[config.mk]
export PLATFORM = sky130hd
export DESIGN_NAME = sdd_segment_decode
export DESIGN_NICKNAME = d
export VERILOG_FILES = /design/src/hdl/sdd_desc_ram.v /design/src/hdl/sdd_segment_decode.v
export VERILOG_INCLUDE_DIRS = /design/src /design/src/hdl
export SDC_FILE = /design/constraint.sdc
export NUM_CORES = 1
export LEC_CHECK = 0
export BUFFER_PORTS_ARGS = -buffer_cell sky130_fd_sc_hd__buf_4
export CORE_MARGIN = 1
export CORE_UTILIZATION = 56
export DETAILED_ROUTE_END_ITERATION = 6
export PLACE_DENSITY = 0.76
export SLEW_MARGIN = 20
export SYNTH_ARGS = -nofsm -noshare
export SYNTH_HDL_FRONTEND = slang
export SYNTH_SLANG_ARGS = --single-unit
[constraint.sdc]
create_clock -name clk_sys -period 8.8 [get_ports clk_sys]
set_input_delay 1.76 -clock clk_sys [delete_from_list [all_inputs] [get_ports clk_sys]]
set_output_delay 1.76 -clock clk_sys [all_outputs]
set_load 0.03 [all_outputs]
[src/hdl/sdd_map.vh]
`ifndef SDD_MAP_VH
`define SDD_MAP_VH

// register byte offsets on the AXI4-Lite port
`define SDD_CTRL_OFS     8'h00
`define SDD_STATUS_OFS   8'h04
`define SDD_MASK_OFS     8'h08
`define SDD_LASTBASE_OFS 8'h0c
`define SDD_LASTSIZE_OFS 8'h10
`define SDD_CSATTR_OFS   8'h14

// control bits
`define SDD_CTRL_FAULTEN 0
`define SDD_CTRL_RESET   1'b1

// status and mask bits
`define SDD_EV_FAULT     0
`define SDD_EV_LOAD      1
`define SDD_EV_BITS      2
`define SDD_STATUS_RESET 2'h0
`define SDD_MASK_RESET   2'h0

// code-segment attribute bits
`define SDD_CSATTR_DFLT  0
`define SDD_CSATTR_GRAN  1
`define SDD_CSATTR_LEGACY 2

// descriptor field positions, low word
`define SDD_LO_BASE_HI   31
`define SDD_LO_BASE_LO   16
`define SDD_LO_LIM_HI    15
`define SDD_LO_LIM_LO    0
// descriptor field positions, high word
`define SDD_HI_BASE3_HI  31
`define SDD_HI_BASE3_LO  24
`define SDD_HI_GRAN      23
`define SDD_HI_DFLT      22
`define SDD_HI_LIM_HI    19
`define SDD_HI_LIM_LO    16
`define SDD_HI_BASE2_HI  7
`define SDD_HI_BASE2_LO  0

// page size is 4K, legacy offsets must stay under 64K
`define SDD_PAGE_SHIFT   12
`define SDD_LEGACY_BITS  16

// slot that holds the current code segment
`define SDD_CS_SLOT      3'h1

// bus answers
`define SDD_RESP_OKAY    2'h0
`define SDD_RESP_SLVERR  2'h2

`endif

[src/hdl/sdd_desc_ram.v]
`timescale 1ns/1ps
module sdd_desc_ram #(
  parameter AW = 3,
  parameter DW = 64
) (
  // clock
  input  wire          clk_sys,
  input  wire          clkEn,
  // write port
  input  wire          wrEn,
  input  wire [AW-1:0] wrAddr,
  input  wire [DW-1:0] wrData,
  // read port, data registered
  input  wire          rdEn,
  input  wire [AW-1:0] rdAddr,
  output reg  [DW-1:0] rdData
);

  reg [DW-1:0] mem [0:(1<<AW)-1];

  // read returns the old word when both ports hit one slot
  always @(posedge clk_sys) begin
    if (clkEn) begin
      if (wrEn) begin
        mem[wrAddr] <= wrData;
      end
      if (rdEn) begin
        rdData <= mem[rdAddr];
      end
    end
  end

endmodule

[src/hdl/sdd_segment_decode.v]
// How it works
// - each descriptor yields a 32-bit base, a 20-bit limit, a default-size bit and a granularity bit.
// - base is low 31-16, high 7-0, high 31-24; limit is low 15-0 and high 19-16.
// - the code segment default bit picks 16-bit or 32-bit default operand and address size.
// - in real-address or virtual-8086 operation the code descriptor is ignored and the default bit is taken as 0.
// - granularity 1 makes the limit page granular, 0 makes it byte granular.
// - with page granularity the segment size is (limit + 1) times 4K.
// - in real-address or virtual-8086 operation an effective address of 64K or more raises a fault.
// - 32-bit addressing scales the index by 1, 2, 4 or 8 and wraps the address over 4G.
// - an operand-size or address-size prefix inverts the default size for its own instruction.
//
// Design decisions made here: the register offsets and the AXI4-Lite interface to the registers.
`timescale 1ns/1ps
`include "sdd_map.vh"
module sdd_segment_decode #(
  parameter SLOT_BITS = 3
) (
  // clock and reset
  input  wire                 clk_sys,
  input  wire                 rst_b,
  input  wire                 clkEn,
  // descriptor load from segment-loading logic
  input  wire                 descLoad,
  input  wire [SLOT_BITS-1:0] descSlot,
  input  wire [31:0]          descLow,
  input  wire [31:0]          descHigh,
  // operating mode
  input  wire                 realMode,
  input  wire                 v86Mode,
  // address request
  input  wire                 reqValid,
  input  wire [SLOT_BITS-1:0] reqSlot,
  input  wire                 reqOpPrefix,
  input  wire                 reqAddrPrefix,
  input  wire [31:0]          reqBase,
  input  wire [31:0]          reqIndex,
  input  wire [1:0]           reqScale,
  input  wire [31:0]          reqDisp,
  // decoded result
  output reg                  resValid,
  output reg  [31:0]          segBase,
  output reg  [19:0]          segLimit,
  output reg                  segDefault,
  output reg                  segGran,
  output reg  [32:0]          segSize,
  output reg                  operandWide,
  output reg                  addressWide,
  output reg  [31:0]          effAddr,
  output reg                  eaFault,
  // interrupt
  output reg                  irq,
  // axi4-lite slave
  input  wire [7:0]           s_axi_awaddr,
  input  wire                 s_axi_awvalid,
  output reg                  s_axi_awready,
  input  wire [31:0]          s_axi_wdata,
  input  wire [3:0]           s_axi_wstrb,
  input  wire                 s_axi_wvalid,
  output reg                  s_axi_wready,
  output reg  [1:0]           s_axi_bresp,
  output reg                  s_axi_bvalid,
  input  wire                 s_axi_bready,
  input  wire [7:0]           s_axi_araddr,
  input  wire                 s_axi_arvalid,
  output reg                  s_axi_arready,
  output reg  [31:0]          s_axi_rdata,
  output reg  [1:0]           s_axi_rresp,
  output reg                  s_axi_rvalid,
  input  wire                 s_axi_rready
);

  ////////////////////////////////////////////////////////////////////////////////
  // state

  reg                  faultEn;
  reg [`SDD_EV_BITS-1:0] status;
  reg [`SDD_EV_BITS-1:0] mask;
  reg                  csDefault;
  reg                  csGran;
  reg                  s1Valid;
  reg                  s1Legacy;
  reg                  s1Op;
  reg                  s1Addr;
  reg [31:0]           s1Base;
  reg [31:0]           s1Index;
  reg [1:0]            s1Scale;
  reg [31:0]           s1Disp;
  reg                  awHave;
  reg [7:0]            awAddr;
  reg                  wHave;
  reg [31:0]           wData;
  reg [3:0]            wStrb;
  wire [63:0]          rdDesc;

  ////////////////////////////////////////////////////////////////////////////////
  // descriptor store

  sdd_desc_ram #(
    .AW (SLOT_BITS),
    .DW (64)
  ) u_ram (
    .clk_sys (clk_sys),
    .clkEn   (clkEn),
    .wrEn    (descLoad),
    .wrAddr  (descSlot),
    .wrData  ({descHigh, descLow}),
    .rdEn    (reqValid),
    .rdAddr  (reqSlot),
    .rdData  (rdDesc)
  );

  ////////////////////////////////////////////////////////////////////////////////
  // field extraction

  wire [31:0] dLow  = rdDesc[31:0];
  wire [31:0] dHigh = rdDesc[63:32];
  wire [31:0] fBase = {dHigh[`SDD_HI_BASE3_HI:`SDD_HI_BASE3_LO],
                       dHigh[`SDD_HI_BASE2_HI:`SDD_HI_BASE2_LO],
                       dLow[`SDD_LO_BASE_HI:`SDD_LO_BASE_LO]};
  wire [19:0] fLimit = {dHigh[`SDD_HI_LIM_HI:`SDD_HI_LIM_LO],
                        dLow[`SDD_LO_LIM_HI:`SDD_LO_LIM_LO]};
  wire        fGran = dHigh[`SDD_HI_GRAN];
  // cleared upper high word gives byte granularity and 16-bit default
  wire        fDflt = dHigh[`SDD_HI_DFLT];

  wire [20:0] limPlus = {1'b0, fLimit} + 21'h000001;
  wire [32:0] pageSize = {limPlus, {`SDD_PAGE_SHIFT{1'b0}}};
  wire [32:0] byteSize = {12'h000, limPlus};
  wire [32:0] next_size = fGran ? pageSize : byteSize;

  // legacy modes ignore the code descriptor and assume 16-bit
  wire next_dflt   = s1Legacy ? 1'b0 : csDefault;
  wire next_opWide = next_dflt ^ s1Op;
  wire next_adWide = next_dflt ^ s1Addr;

  ////////////////////////////////////////////////////////////////////////////////
  // effective address

  wire [31:0] scaled = s1Index << s1Scale;
  wire [31:0] ea32   = s1Base + scaled + s1Disp;
  wire [15:0] ea16   = s1Base[15:0] + s1Index[15:0] + s1Disp[15:0];
  wire [31:0] next_ea = next_adWide ? ea32 : {16'h0000, ea16};
  wire        next_fault = s1Valid & s1Legacy &
                           (next_ea[31:`SDD_LEGACY_BITS] != 16'h0000);

  ////////////////////////////////////////////////////////////////////////////////
  // request pipeline

  always @(posedge clk_sys) begin
    if (!rst_b) begin
      s1Valid   <= 1'b0;
      s1Legacy  <= 1'b0;
      s1Op      <= 1'b0;
      s1Addr    <= 1'b0;
      s1Base    <= 32'h0000_0000;
      s1Index   <= 32'h0000_0000;
      s1Scale   <= 2'h0;
      s1Disp    <= 32'h0000_0000;
      csDefault <= 1'b0;
      csGran    <= 1'b0;
    end else if (clkEn) begin
      s1Valid  <= reqValid;
      if (reqValid) begin
        s1Legacy <= realMode | v86Mode;
        s1Op     <= reqOpPrefix;
        s1Addr   <= reqAddrPrefix;
        s1Base   <= reqBase;
        s1Index  <= reqIndex;
        s1Scale  <= reqScale;
        s1Disp   <= reqDisp;
      end
      if (descLoad && descSlot == `SDD_CS_SLOT) begin
        csDefault <= descHigh[`SDD_HI_DFLT];
        csGran    <= descHigh[`SDD_HI_GRAN];
      end
    end
  end

  always @(posedge clk_sys) begin
    if (!rst_b) begin
      resValid    <= 1'b0;
      segBase     <= 32'h0000_0000;
      segLimit    <= 20'h00000;
      segDefault  <= 1'b0;
      segGran     <= 1'b0;
      segSize     <= 33'h0_0000_0000;
      operandWide <= 1'b0;
      addressWide <= 1'b0;
      effAddr     <= 32'h0000_0000;
      eaFault     <= 1'b0;
    end else if (clkEn) begin
      resValid <= s1Valid;
      eaFault  <= next_fault;
      if (s1Valid) begin
        segBase     <= fBase;
        segLimit    <= fLimit;
        segDefault  <= s1Legacy ? 1'b0 : fDflt;
        segGran     <= fGran;
        segSize     <= next_size;
        operandWide <= next_opWide;
        addressWide <= next_adWide;
        effAddr     <= next_ea;
      end
    end
  end

  ////////////////////////////////////////////////////////////////////////////////
  // axi4-lite write channel

  wire       wrFire  = awHave & wHave & ~s_axi_bvalid;
  wire       wrCtrl  = wrFire & (awAddr == `SDD_CTRL_OFS);
  wire       wrStat  = wrFire & (awAddr == `SDD_STATUS_OFS);
  wire       wrMask  = wrFire & (awAddr == `SDD_MASK_OFS);
  wire       wrRo    = wrFire & ((awAddr == `SDD_LASTBASE_OFS) |
                                 (awAddr == `SDD_LASTSIZE_OFS) |
                                 (awAddr == `SDD_CSATTR_OFS));
  wire [`SDD_EV_BITS-1:0] evSet = {descLoad, next_fault & faultEn};
  wire [`SDD_EV_BITS-1:0] evClr = (wrStat & wStrb[0]) ? wData[`SDD_EV_BITS-1:0]
                                                      : {`SDD_EV_BITS{1'b0}};
  // set wins over a clear in the same cycle
  wire [`SDD_EV_BITS-1:0] next_status = (status & ~evClr) | evSet;

  always @(posedge clk_sys) begin
    if (!rst_b) begin
      awHave        <= 1'b0;
      awAddr        <= 8'h00;
      wHave         <= 1'b0;
      wData         <= 32'h0000_0000;
      wStrb         <= 4'h0;
      s_axi_awready <= 1'b0;
      s_axi_wready  <= 1'b0;
      s_axi_bvalid  <= 1'b0;
      s_axi_bresp   <= `SDD_RESP_OKAY;
      faultEn       <= `SDD_CTRL_RESET;
      status        <= `SDD_STATUS_RESET;
      mask          <= `SDD_MASK_RESET;
      irq           <= 1'b0;
    end else if (clkEn) begin
      s_axi_awready <= ~awHave & ~(s_axi_awvalid & s_axi_awready);
      s_axi_wready  <= ~wHave & ~(s_axi_wvalid & s_axi_wready);
      if (s_axi_awvalid && s_axi_awready) begin
        awHave <= 1'b1;
        awAddr <= {s_axi_awaddr[7:2], 2'b00};
      end
      if (s_axi_wvalid && s_axi_wready) begin
        wHave <= 1'b1;
        wData <= s_axi_wdata;
        wStrb <= s_axi_wstrb;
      end
      if (wrFire) begin
        awHave       <= 1'b0;
        wHave        <= 1'b0;
        s_axi_bvalid <= 1'b1;
        s_axi_bresp  <= (wrCtrl | wrStat | wrMask | wrRo) ? `SDD_RESP_OKAY
                                                          : `SDD_RESP_SLVERR;
      end else if (s_axi_bready) begin
        s_axi_bvalid <= 1'b0;
      end
      if (wrCtrl && wStrb[0]) begin
        faultEn <= wData[`SDD_CTRL_FAULTEN];
      end
      if (wrMask && wStrb[0]) begin
        mask <= wData[`SDD_EV_BITS-1:0];
      end
      status <= next_status;
      irq    <= |(next_status & (wrMask && wStrb[0] ? wData[`SDD_EV_BITS-1:0] : mask));
    end
  end

  ////////////////////////////////////////////////////////////////////////////////
  // axi4-lite read channel

  reg [31:0] rdMux;
  reg        rdHit;

  always @* begin
    rdHit = 1'b1;
    case ({s_axi_araddr[7:2], 2'b00})
      `SDD_CTRL_OFS:     rdMux = {31'h0000_0000, faultEn};
      `SDD_STATUS_OFS:   rdMux = {30'h0000_0000, status};
      `SDD_MASK_OFS:     rdMux = {30'h0000_0000, mask};
      `SDD_LASTBASE_OFS: rdMux = segBase;
      `SDD_LASTSIZE_OFS: rdMux = segSize[31:0];
      `SDD_CSATTR_OFS:   rdMux = {29'h0000_0000, s1Legacy, csGran, csDefault};
      default: begin
        rdMux = 32'h0000_0000;
        rdHit = 1'b0;
      end
    endcase
  end

  always @(posedge clk_sys) begin
    if (!rst_b) begin
      s_axi_arready <= 1'b0;
      s_axi_rvalid  <= 1'b0;
      s_axi_rdata   <= 32'h0000_0000;
      s_axi_rresp   <= `SDD_RESP_OKAY;
    end else if (clkEn) begin
      s_axi_arready <= ~s_axi_rvalid & ~(s_axi_arvalid & s_axi_arready);
      if (s_axi_arvalid && s_axi_arready) begin
        s_axi_rvalid <= 1'b1;
        s_axi_rdata  <= rdMux;
        s_axi_rresp  <= rdHit ? `SDD_RESP_OKAY : `SDD_RESP_SLVERR;
      end else if (s_axi_rready) begin
        s_axi_rvalid <= 1'b0;
      end
    end
  end

endmodule

* Yosys cells after proc, flatten, opt, wreduce, memory -nomap -nowiden
Memory sizes are Yosys's and may differ from the RTL's. A register that Yosys moved wholly into a read port is not among the register bits.
Cells that the tools add are included.
** Storage, ports and cells
- Bits in latches :: 0
- RAM bits :: 512
- ROM bits :: 0
- Input port bits :: 234
- Output and inout bits :: 165
- Register bits after elaboration :: 285
- Logic and storage cells :: 138
- Memories :: 1
** Memory list
- u_ram.mem :: depth 8, bits a word 64, read ports 1, clocked after memory_dff 1, write ports 1, RTL line sdd_desc_ram.v:19 : reg [DW-1:0] mem [0:(1<<AW)-1];
** Operators by class
- Reductions and logical operators :: 27
- Mux-type cells :: 21
- Equality and inequality tests :: 11
- Div/mod/pow operators :: 0
- $add $sub $neg :: 5
- Bitwise gates (word level) :: 35
- $mul :: 0
- $lt $le $gt $ge :: 0
- Shift-type cells :: 1
** Operator list (number)
- one-hot mux 32 bit (6 select lines) :: 1
- adder 32 bit :: 2
- 2-to-1 mux 33 bit :: 1
- adder 16 bit :: 2
- 2-to-1 mux 32 bit :: 1
- left shift 32 x 2 -> 32 bit :: 1
- equality test 6 x 2 -> 1 bit, second input constant :: 4
- equality test 6 x 3 -> 1 bit, second input constant :: 4
- AND reduction 2 bit :: 12
- adder 20 x 1 -> 21 bit, second input constant :: 1
- AND 1 bit :: 16
- nonzero test 16 bit :: 1
- 2-to-1 mux 1 bit :: 14
- equality test 6 x 1 -> 1 bit, second input constant :: 2
- logical NOT 8 bit :: 1
- 2-to-1 mux 2 bit :: 4
- nonzero test 2 bit :: 4
- NOT 1 bit :: 7
- logical AND 1 bit :: 6
- logical NOT 6 bit :: 1
- OR 1 bit :: 6
- OR reduction 6 bit :: 1
- AND 2 bit :: 2
- equality test 3 x 1 -> 1 bit, second input constant :: 1
- other kinds (4) :: 5

* Longest topological paths before layout
- Depth in word-level cells :: 10
- Depth in mapped cells :: 17
- Depth with buffers taken out :: 16

* By module
From an unflattened synthesis, not the netlist that was laid out.
** Unflattened totals
- Cells, all modules :: 2589
- Area total of the unflattened synthesis :: 36712.7 µm²
** Modules (own cells, without submodules)
- sdd_desc_ram :: cells an instance 817, area an instance 21196.6 µm², seq. area each 17296.6 µm², instances 1
- sdd_segment_decode :: cells an instance 1772, area an instance 15516.1 µm², seq. area each 5665.4 µm², instances 1

* Worst setup path after synthesis
No wires, ideal clock.
- Path type :: input -> register
- Start point :: in clkEn
- End point :: mem u_ram.mem[2][0] (enable)
- Setup time :: 533 ps
- Required time :: 8267 ps
- Arrival :: 6151 ps
- Path buffers :: 2
- Stages :: 4
- Slack :: 2116 ps
- Cells stage by stage :: clkbuf_1 > buf_1 > nand2b_1 > nor3_1
** Between the ends
- Longest elaborated chain between the ends :: 2
** Ends and longest elaborated chain
- start: declaration :: RTL line sdd_segment_decode.v:21 : input wire clkEn,
- 2-to-1 mux 1 bit :: RTL line sdd_desc_ram.v:23 : if (clkEn) begin
- 2-to-1 mux 1 bit (implied by the code) :: RTL line sdd_desc_ram.v:25 : mem[wrAddr] <= wrData;
- end: declaration :: RTL line sdd_desc_ram.v:19
Every way passes these cells.

* Worst setup path after layout
- Start point :: reg s1Scale[0]
- End point :: reg irq
** Between the ends
- Longest elaborated chain between the ends :: 10
** Ends and longest elaborated chain
- start: declaration :: RTL line sdd_segment_decode.v:86 : reg [1:0] s1Scale;
- start signal: assignment :: RTL line sdd_segment_decode.v:169 : s1Scale <= reqScale;
- left shift 32 x 2 -> 32 bit :: RTL line sdd_segment_decode.v:139 : wire [31:0] scaled = s1Index << s1Scale;
- adder 32 bit (2 in series) :: RTL line sdd_segment_decode.v:140 : wire [31:0] ea32 = s1Base + scaled + s1Disp;
- 2-to-1 mux 32 bit :: RTL line sdd_segment_decode.v:142 : wire [31:0] next_ea = next_adWide ? ea32 : {16'h0000, ea16};
- nonzero test 16 bit :: RTL line sdd_segment_decode.v:144 : (next_ea[31:`SDD_LEGACY_BITS] != 16'h0000);
- AND 1 bit :: RTL line sdd_segment_decode.v:143 : wire next_fault = s1Valid & s1Legacy &
- AND 1 bit :: RTL line sdd_segment_decode.v:217 : wire [`SDD_EV_BITS-1:0] evSet = {descLoad, next_fault & faultEn};
- OR 2 bit :: RTL line sdd_segment_decode.v:221 : wire [`SDD_EV_BITS-1:0] next_status = (status & ~evClr) | evSet;
- AND 2 bit :: RTL line sdd_segment_decode.v:266 : irq <= |(next_status & (wrMask && wStrb[0] ? wData[`SDD_EV_BITS-1:0] : mask));
- OR reduction 2 bit :: RTL line sdd_segment_decode.v:266
- end signal: assignment :: RTL line sdd_segment_decode.v:266
- end: declaration :: RTL line sdd_segment_decode.v:51 : output reg irq,
Every way passes these cells.
A chain may end at the register's enable or synchronous reset.

==> reports/results.ini <==
[floorplan]
rows = 88
die_w_um = 245
fp.dieH_um = 245
coreArea_um2 = 58100
start_util = 0.570
fp.dieArea_um2 = 60200
top_level_ports = 399

[placement]
gp_congestion = 0.882
port_buffers = 349
hpwl_mm = 53.8
place_ws_ns = 3.19
post_dp_cell_area_um2 = 36500

[sta]
fmax_mhz = 178
rsz0062_at_grt = no
hold_viol = 0
relSlewSlack = 0.277
finalSetupViolations = 0
fin_crit_ns = 5.61
slew_violations = 0
skew_ns = 0.0303
setup_ws_ns = 3.19
worst_pin_slew_ns = 1.08
period_share = 0.637
tns_ns = 0

[drt]
wl_mm = 85.4
drt_pre_antenna_iters = 5
ant_nets = 0
route.vias.total = 21500
wl_per_cell_um = 23.8
viasPerCell = 5.99
drt_first_iter_violations = 1652
drc = 0

[min_path]
hold_path_depth = 2
hp-start = segLimit[0]
hold_end = segLimit[0]
hold_path_class = reg2reg

[logic_synthesis]
synth_fa_ha_area_frac = 0.0460
synth_compound_area_frac = 0.0969
synth_simple_gate_area_share = 0.0924
synth_cell_type_count = 70
synthMuxAreaShare = 0.119
syn-instance-count = 2435
yosys_warnings = 0
synth_edf_count = 486
synth_seq_area_share = 0.611
synth_area_um2 = 33200
synth_xor_area_frac = 0.0164
synthArstFlopShare = 0
ys_ff_latch = 769
synth-main-ff-cell = edfxtp_1
syn_avg_cell_area_um2 = 13.6
synth_top_family_by_area = multiplexers

[cts]
post_cts_resized = 0
h-tree-depth = 3
cts_buffers = 78
path_clk_slew_ns = 0.06
cts_sinks = 769
worstSkewPairLatency_ns = 0.65
cts_tree = done
postCtsSetupBuffers = 0
cts_hold_buffers = 0
clk_path_buf_depth = 3
cts-root-buf = clkbuf_16

[setup_path]
r2r_slack_ns = 3.19
r2r-start = s1Scale[0]
worstPathMaxFanout = 20
startpoint_type = register
rr_worst_depth = 16
arrival_ns = 6.13
end_kind = register
required_ns = 9.32
path_class = reg2reg
rr_endpoint = irq

[finish]
fillCellCount = 4064
design_area_um2 = 39200
seq_area_um2 = 20300
nNetsFinal = 3076
multi_input_area_um2 = 12400
area_growth_syn_to_layout_pct = 18.1
finish.utilization = 0.674
final_layout_size_suffix_gt1_frac = 0.254

[power_and_ir_drop]
p_leak_nw = 14.4
powerDensity_nw_per_um2 = 204
peakVddDrop_mv = 0.227
total_power_mw = 7.99

[global_routing]
grt_overflow = 0
grt_usage = 0.287
antenna_found_initial = 5
grt_pass1_vias = 21800
grt_max_degree = 121
grt_pass1_wl_mm = 129

[job]
cap_violations = 0

[run_status]
outcome = complete, no violations

## logic make-up after synthesis
kind of cell    Yosys count
flops                   769
simple gates            679
compound gates          455
mux                     216
buf+inv                 160
fa+ha+maj                93
xor+xnor                 62
other cells               1
## worst max-delay path, cell delays in order, from the launching register on
cell and delay, ns:
dfxtp_2 0.74, buf_4 0.39, mux2i_1 0.26, nor2_1 0.08, fa_1 0.45, ha_1 0.25
fa_1 0.48, a211oi_1 0.27, o21ai_1 0.20, o2111a_1 0.36, or3_1 0.40, a21oi_1 0.20
xnor2_1 0.17, or3_1 0.42, o41ai_4 0.37, a211oi_1 0.21, a22o_1 0.23
## synthesized netlist by cell type (17+ instances only)
library cell	n	share of area
nand3_1	27	0.0041
nor2b_1	55	0.010
xor2_1	25	0.0066
fa_1	48	0.029
nor2_1	35	0.0040
inv_1	17	0.0019
o21ai_0	57	0.0086
dfxtp_1	283	0.17
xnor2_1	37	0.0098
edfxtp_1	486	0.44
mux2i_1	24	0.0072
a22oi_1	50	0.011
mux2_2	56	0.019
nand2_1	429	0.049
nor3_1	20	0.0030
a21oi_1	57	0.0086
ha_1	45	0.017
buf_1	21	0.0024
o211ai_1	22	0.0050
and2_1	52	0.0098
a21boi_0	171	0.039
clkbuf_1	119	0.013
mux4_2	136	0.092
a21o_1	22	0.0050
## where the power goes
part | internal (mW) | total (mW) | switching (mW)
logic | 0.281 | 0.633 | 0.352
registers | 3.93 | 3.99 | 0.0662
clock network | 1.93 | 3.37 | 1.44
## metal layers
| layer | vias to the layer above | global-route usage | part of all wire |
|---|---|---|---|
| li1 | 9668 | - | - |
| met1 | 10700 | 0.365 | 0.39 |
| met2 | 921 | 0.475 | 0.49 |
| met3 | 158 | 0.0673 | 0.084 |
| met4 | 0 | 0.115 | 0.035 |
| met5 | - | 0 | 0 |
## worst max path at each step
stage | startpoint | to | slack, ns | cells past startpoint
after floorplan | clkEn | u_ram.mem[2][0] | 2.12 | 4
after global placement | s1Scale[0] | irq | 3.17 | 16
after detailed placement | s1Scale[0] | status[0] | 3.19 | 16
after CTS | s1Scale[0] | status[0] | 3.15 | 16
after global routing | s1Scale[0] | irq | 2.74 | 16
final | s1Scale[0] | irq | 3.19 | 16
## area by class of cell
class	instances	area share
Sequential cell	769	0.517
Clock buffer	107	0.0552
Inverter	17	0.00176
Tap cell	765	0.0244
Antenna cell	4	0.000256
Multi-Input combinational cell	1507	0.316
Timing Repair Buffer	376	0.0728
Clock inverter	39	0.0126
## registers in the layout (all words and copies together), names as in the netlist, 6 cells and up
| signal | count |
|---|---|
| u_ram.mem | 432 |
| segSize | 33 |
| s1Base | 32 |
| awAddr | 6 |
| s1Disp | 32 |
| s_axi_rdata | 32 |
| s1Index | 32 |
| u_ram.rdData | 54 |
| segBase | 32 |
| segLimit | 20 |
| effAddr | 32 |
## cells in the final DEF (no fill, tap or decap), types with 19 or more instances in the layout
| cell | count |
|---|---|
| a21oi_1 | 57 |
| nor2_1 | 30 |
| and2_1 | 51 |
| xnor2_1 | 36 |
| mux2i_1 | 24 |
| ha_1 | 45 |
| dfxtp_1 | 282 |
| xor2_1 | 25 |
| a21o_1 | 22 |
| buf_4 | 373 |
| nand2_1 | 427 |
| a22oi_1 | 50 |
| clkbuf_16 | 78 |
| edfxtp_1 | 486 |
| clkbuf_1 | 19 |
| o211ai_1 | 22 |
| o21ai_0 | 57 |
| nand3_1 | 26 |
| mux2_2 | 56 |
| fa_1 | 48 |
| a21boi_0 | 171 |
| mux4_2 | 136 |
| nor2b_1 | 54 |
## stage by stage
| step | hold WS (ns) | std cells |
|---|---|---|
| after floorplan | 0.441 | 2436 |
| after global placement | 0.456 | 3433 |
| after global routing | 0.492 | 3584 |
| final | 0.472 | 3584 |
| after CTS | 0.474 | 3579 |
| after detailed placement | 0.466 | 3433 |
Power figures use the tool's default switching activity.
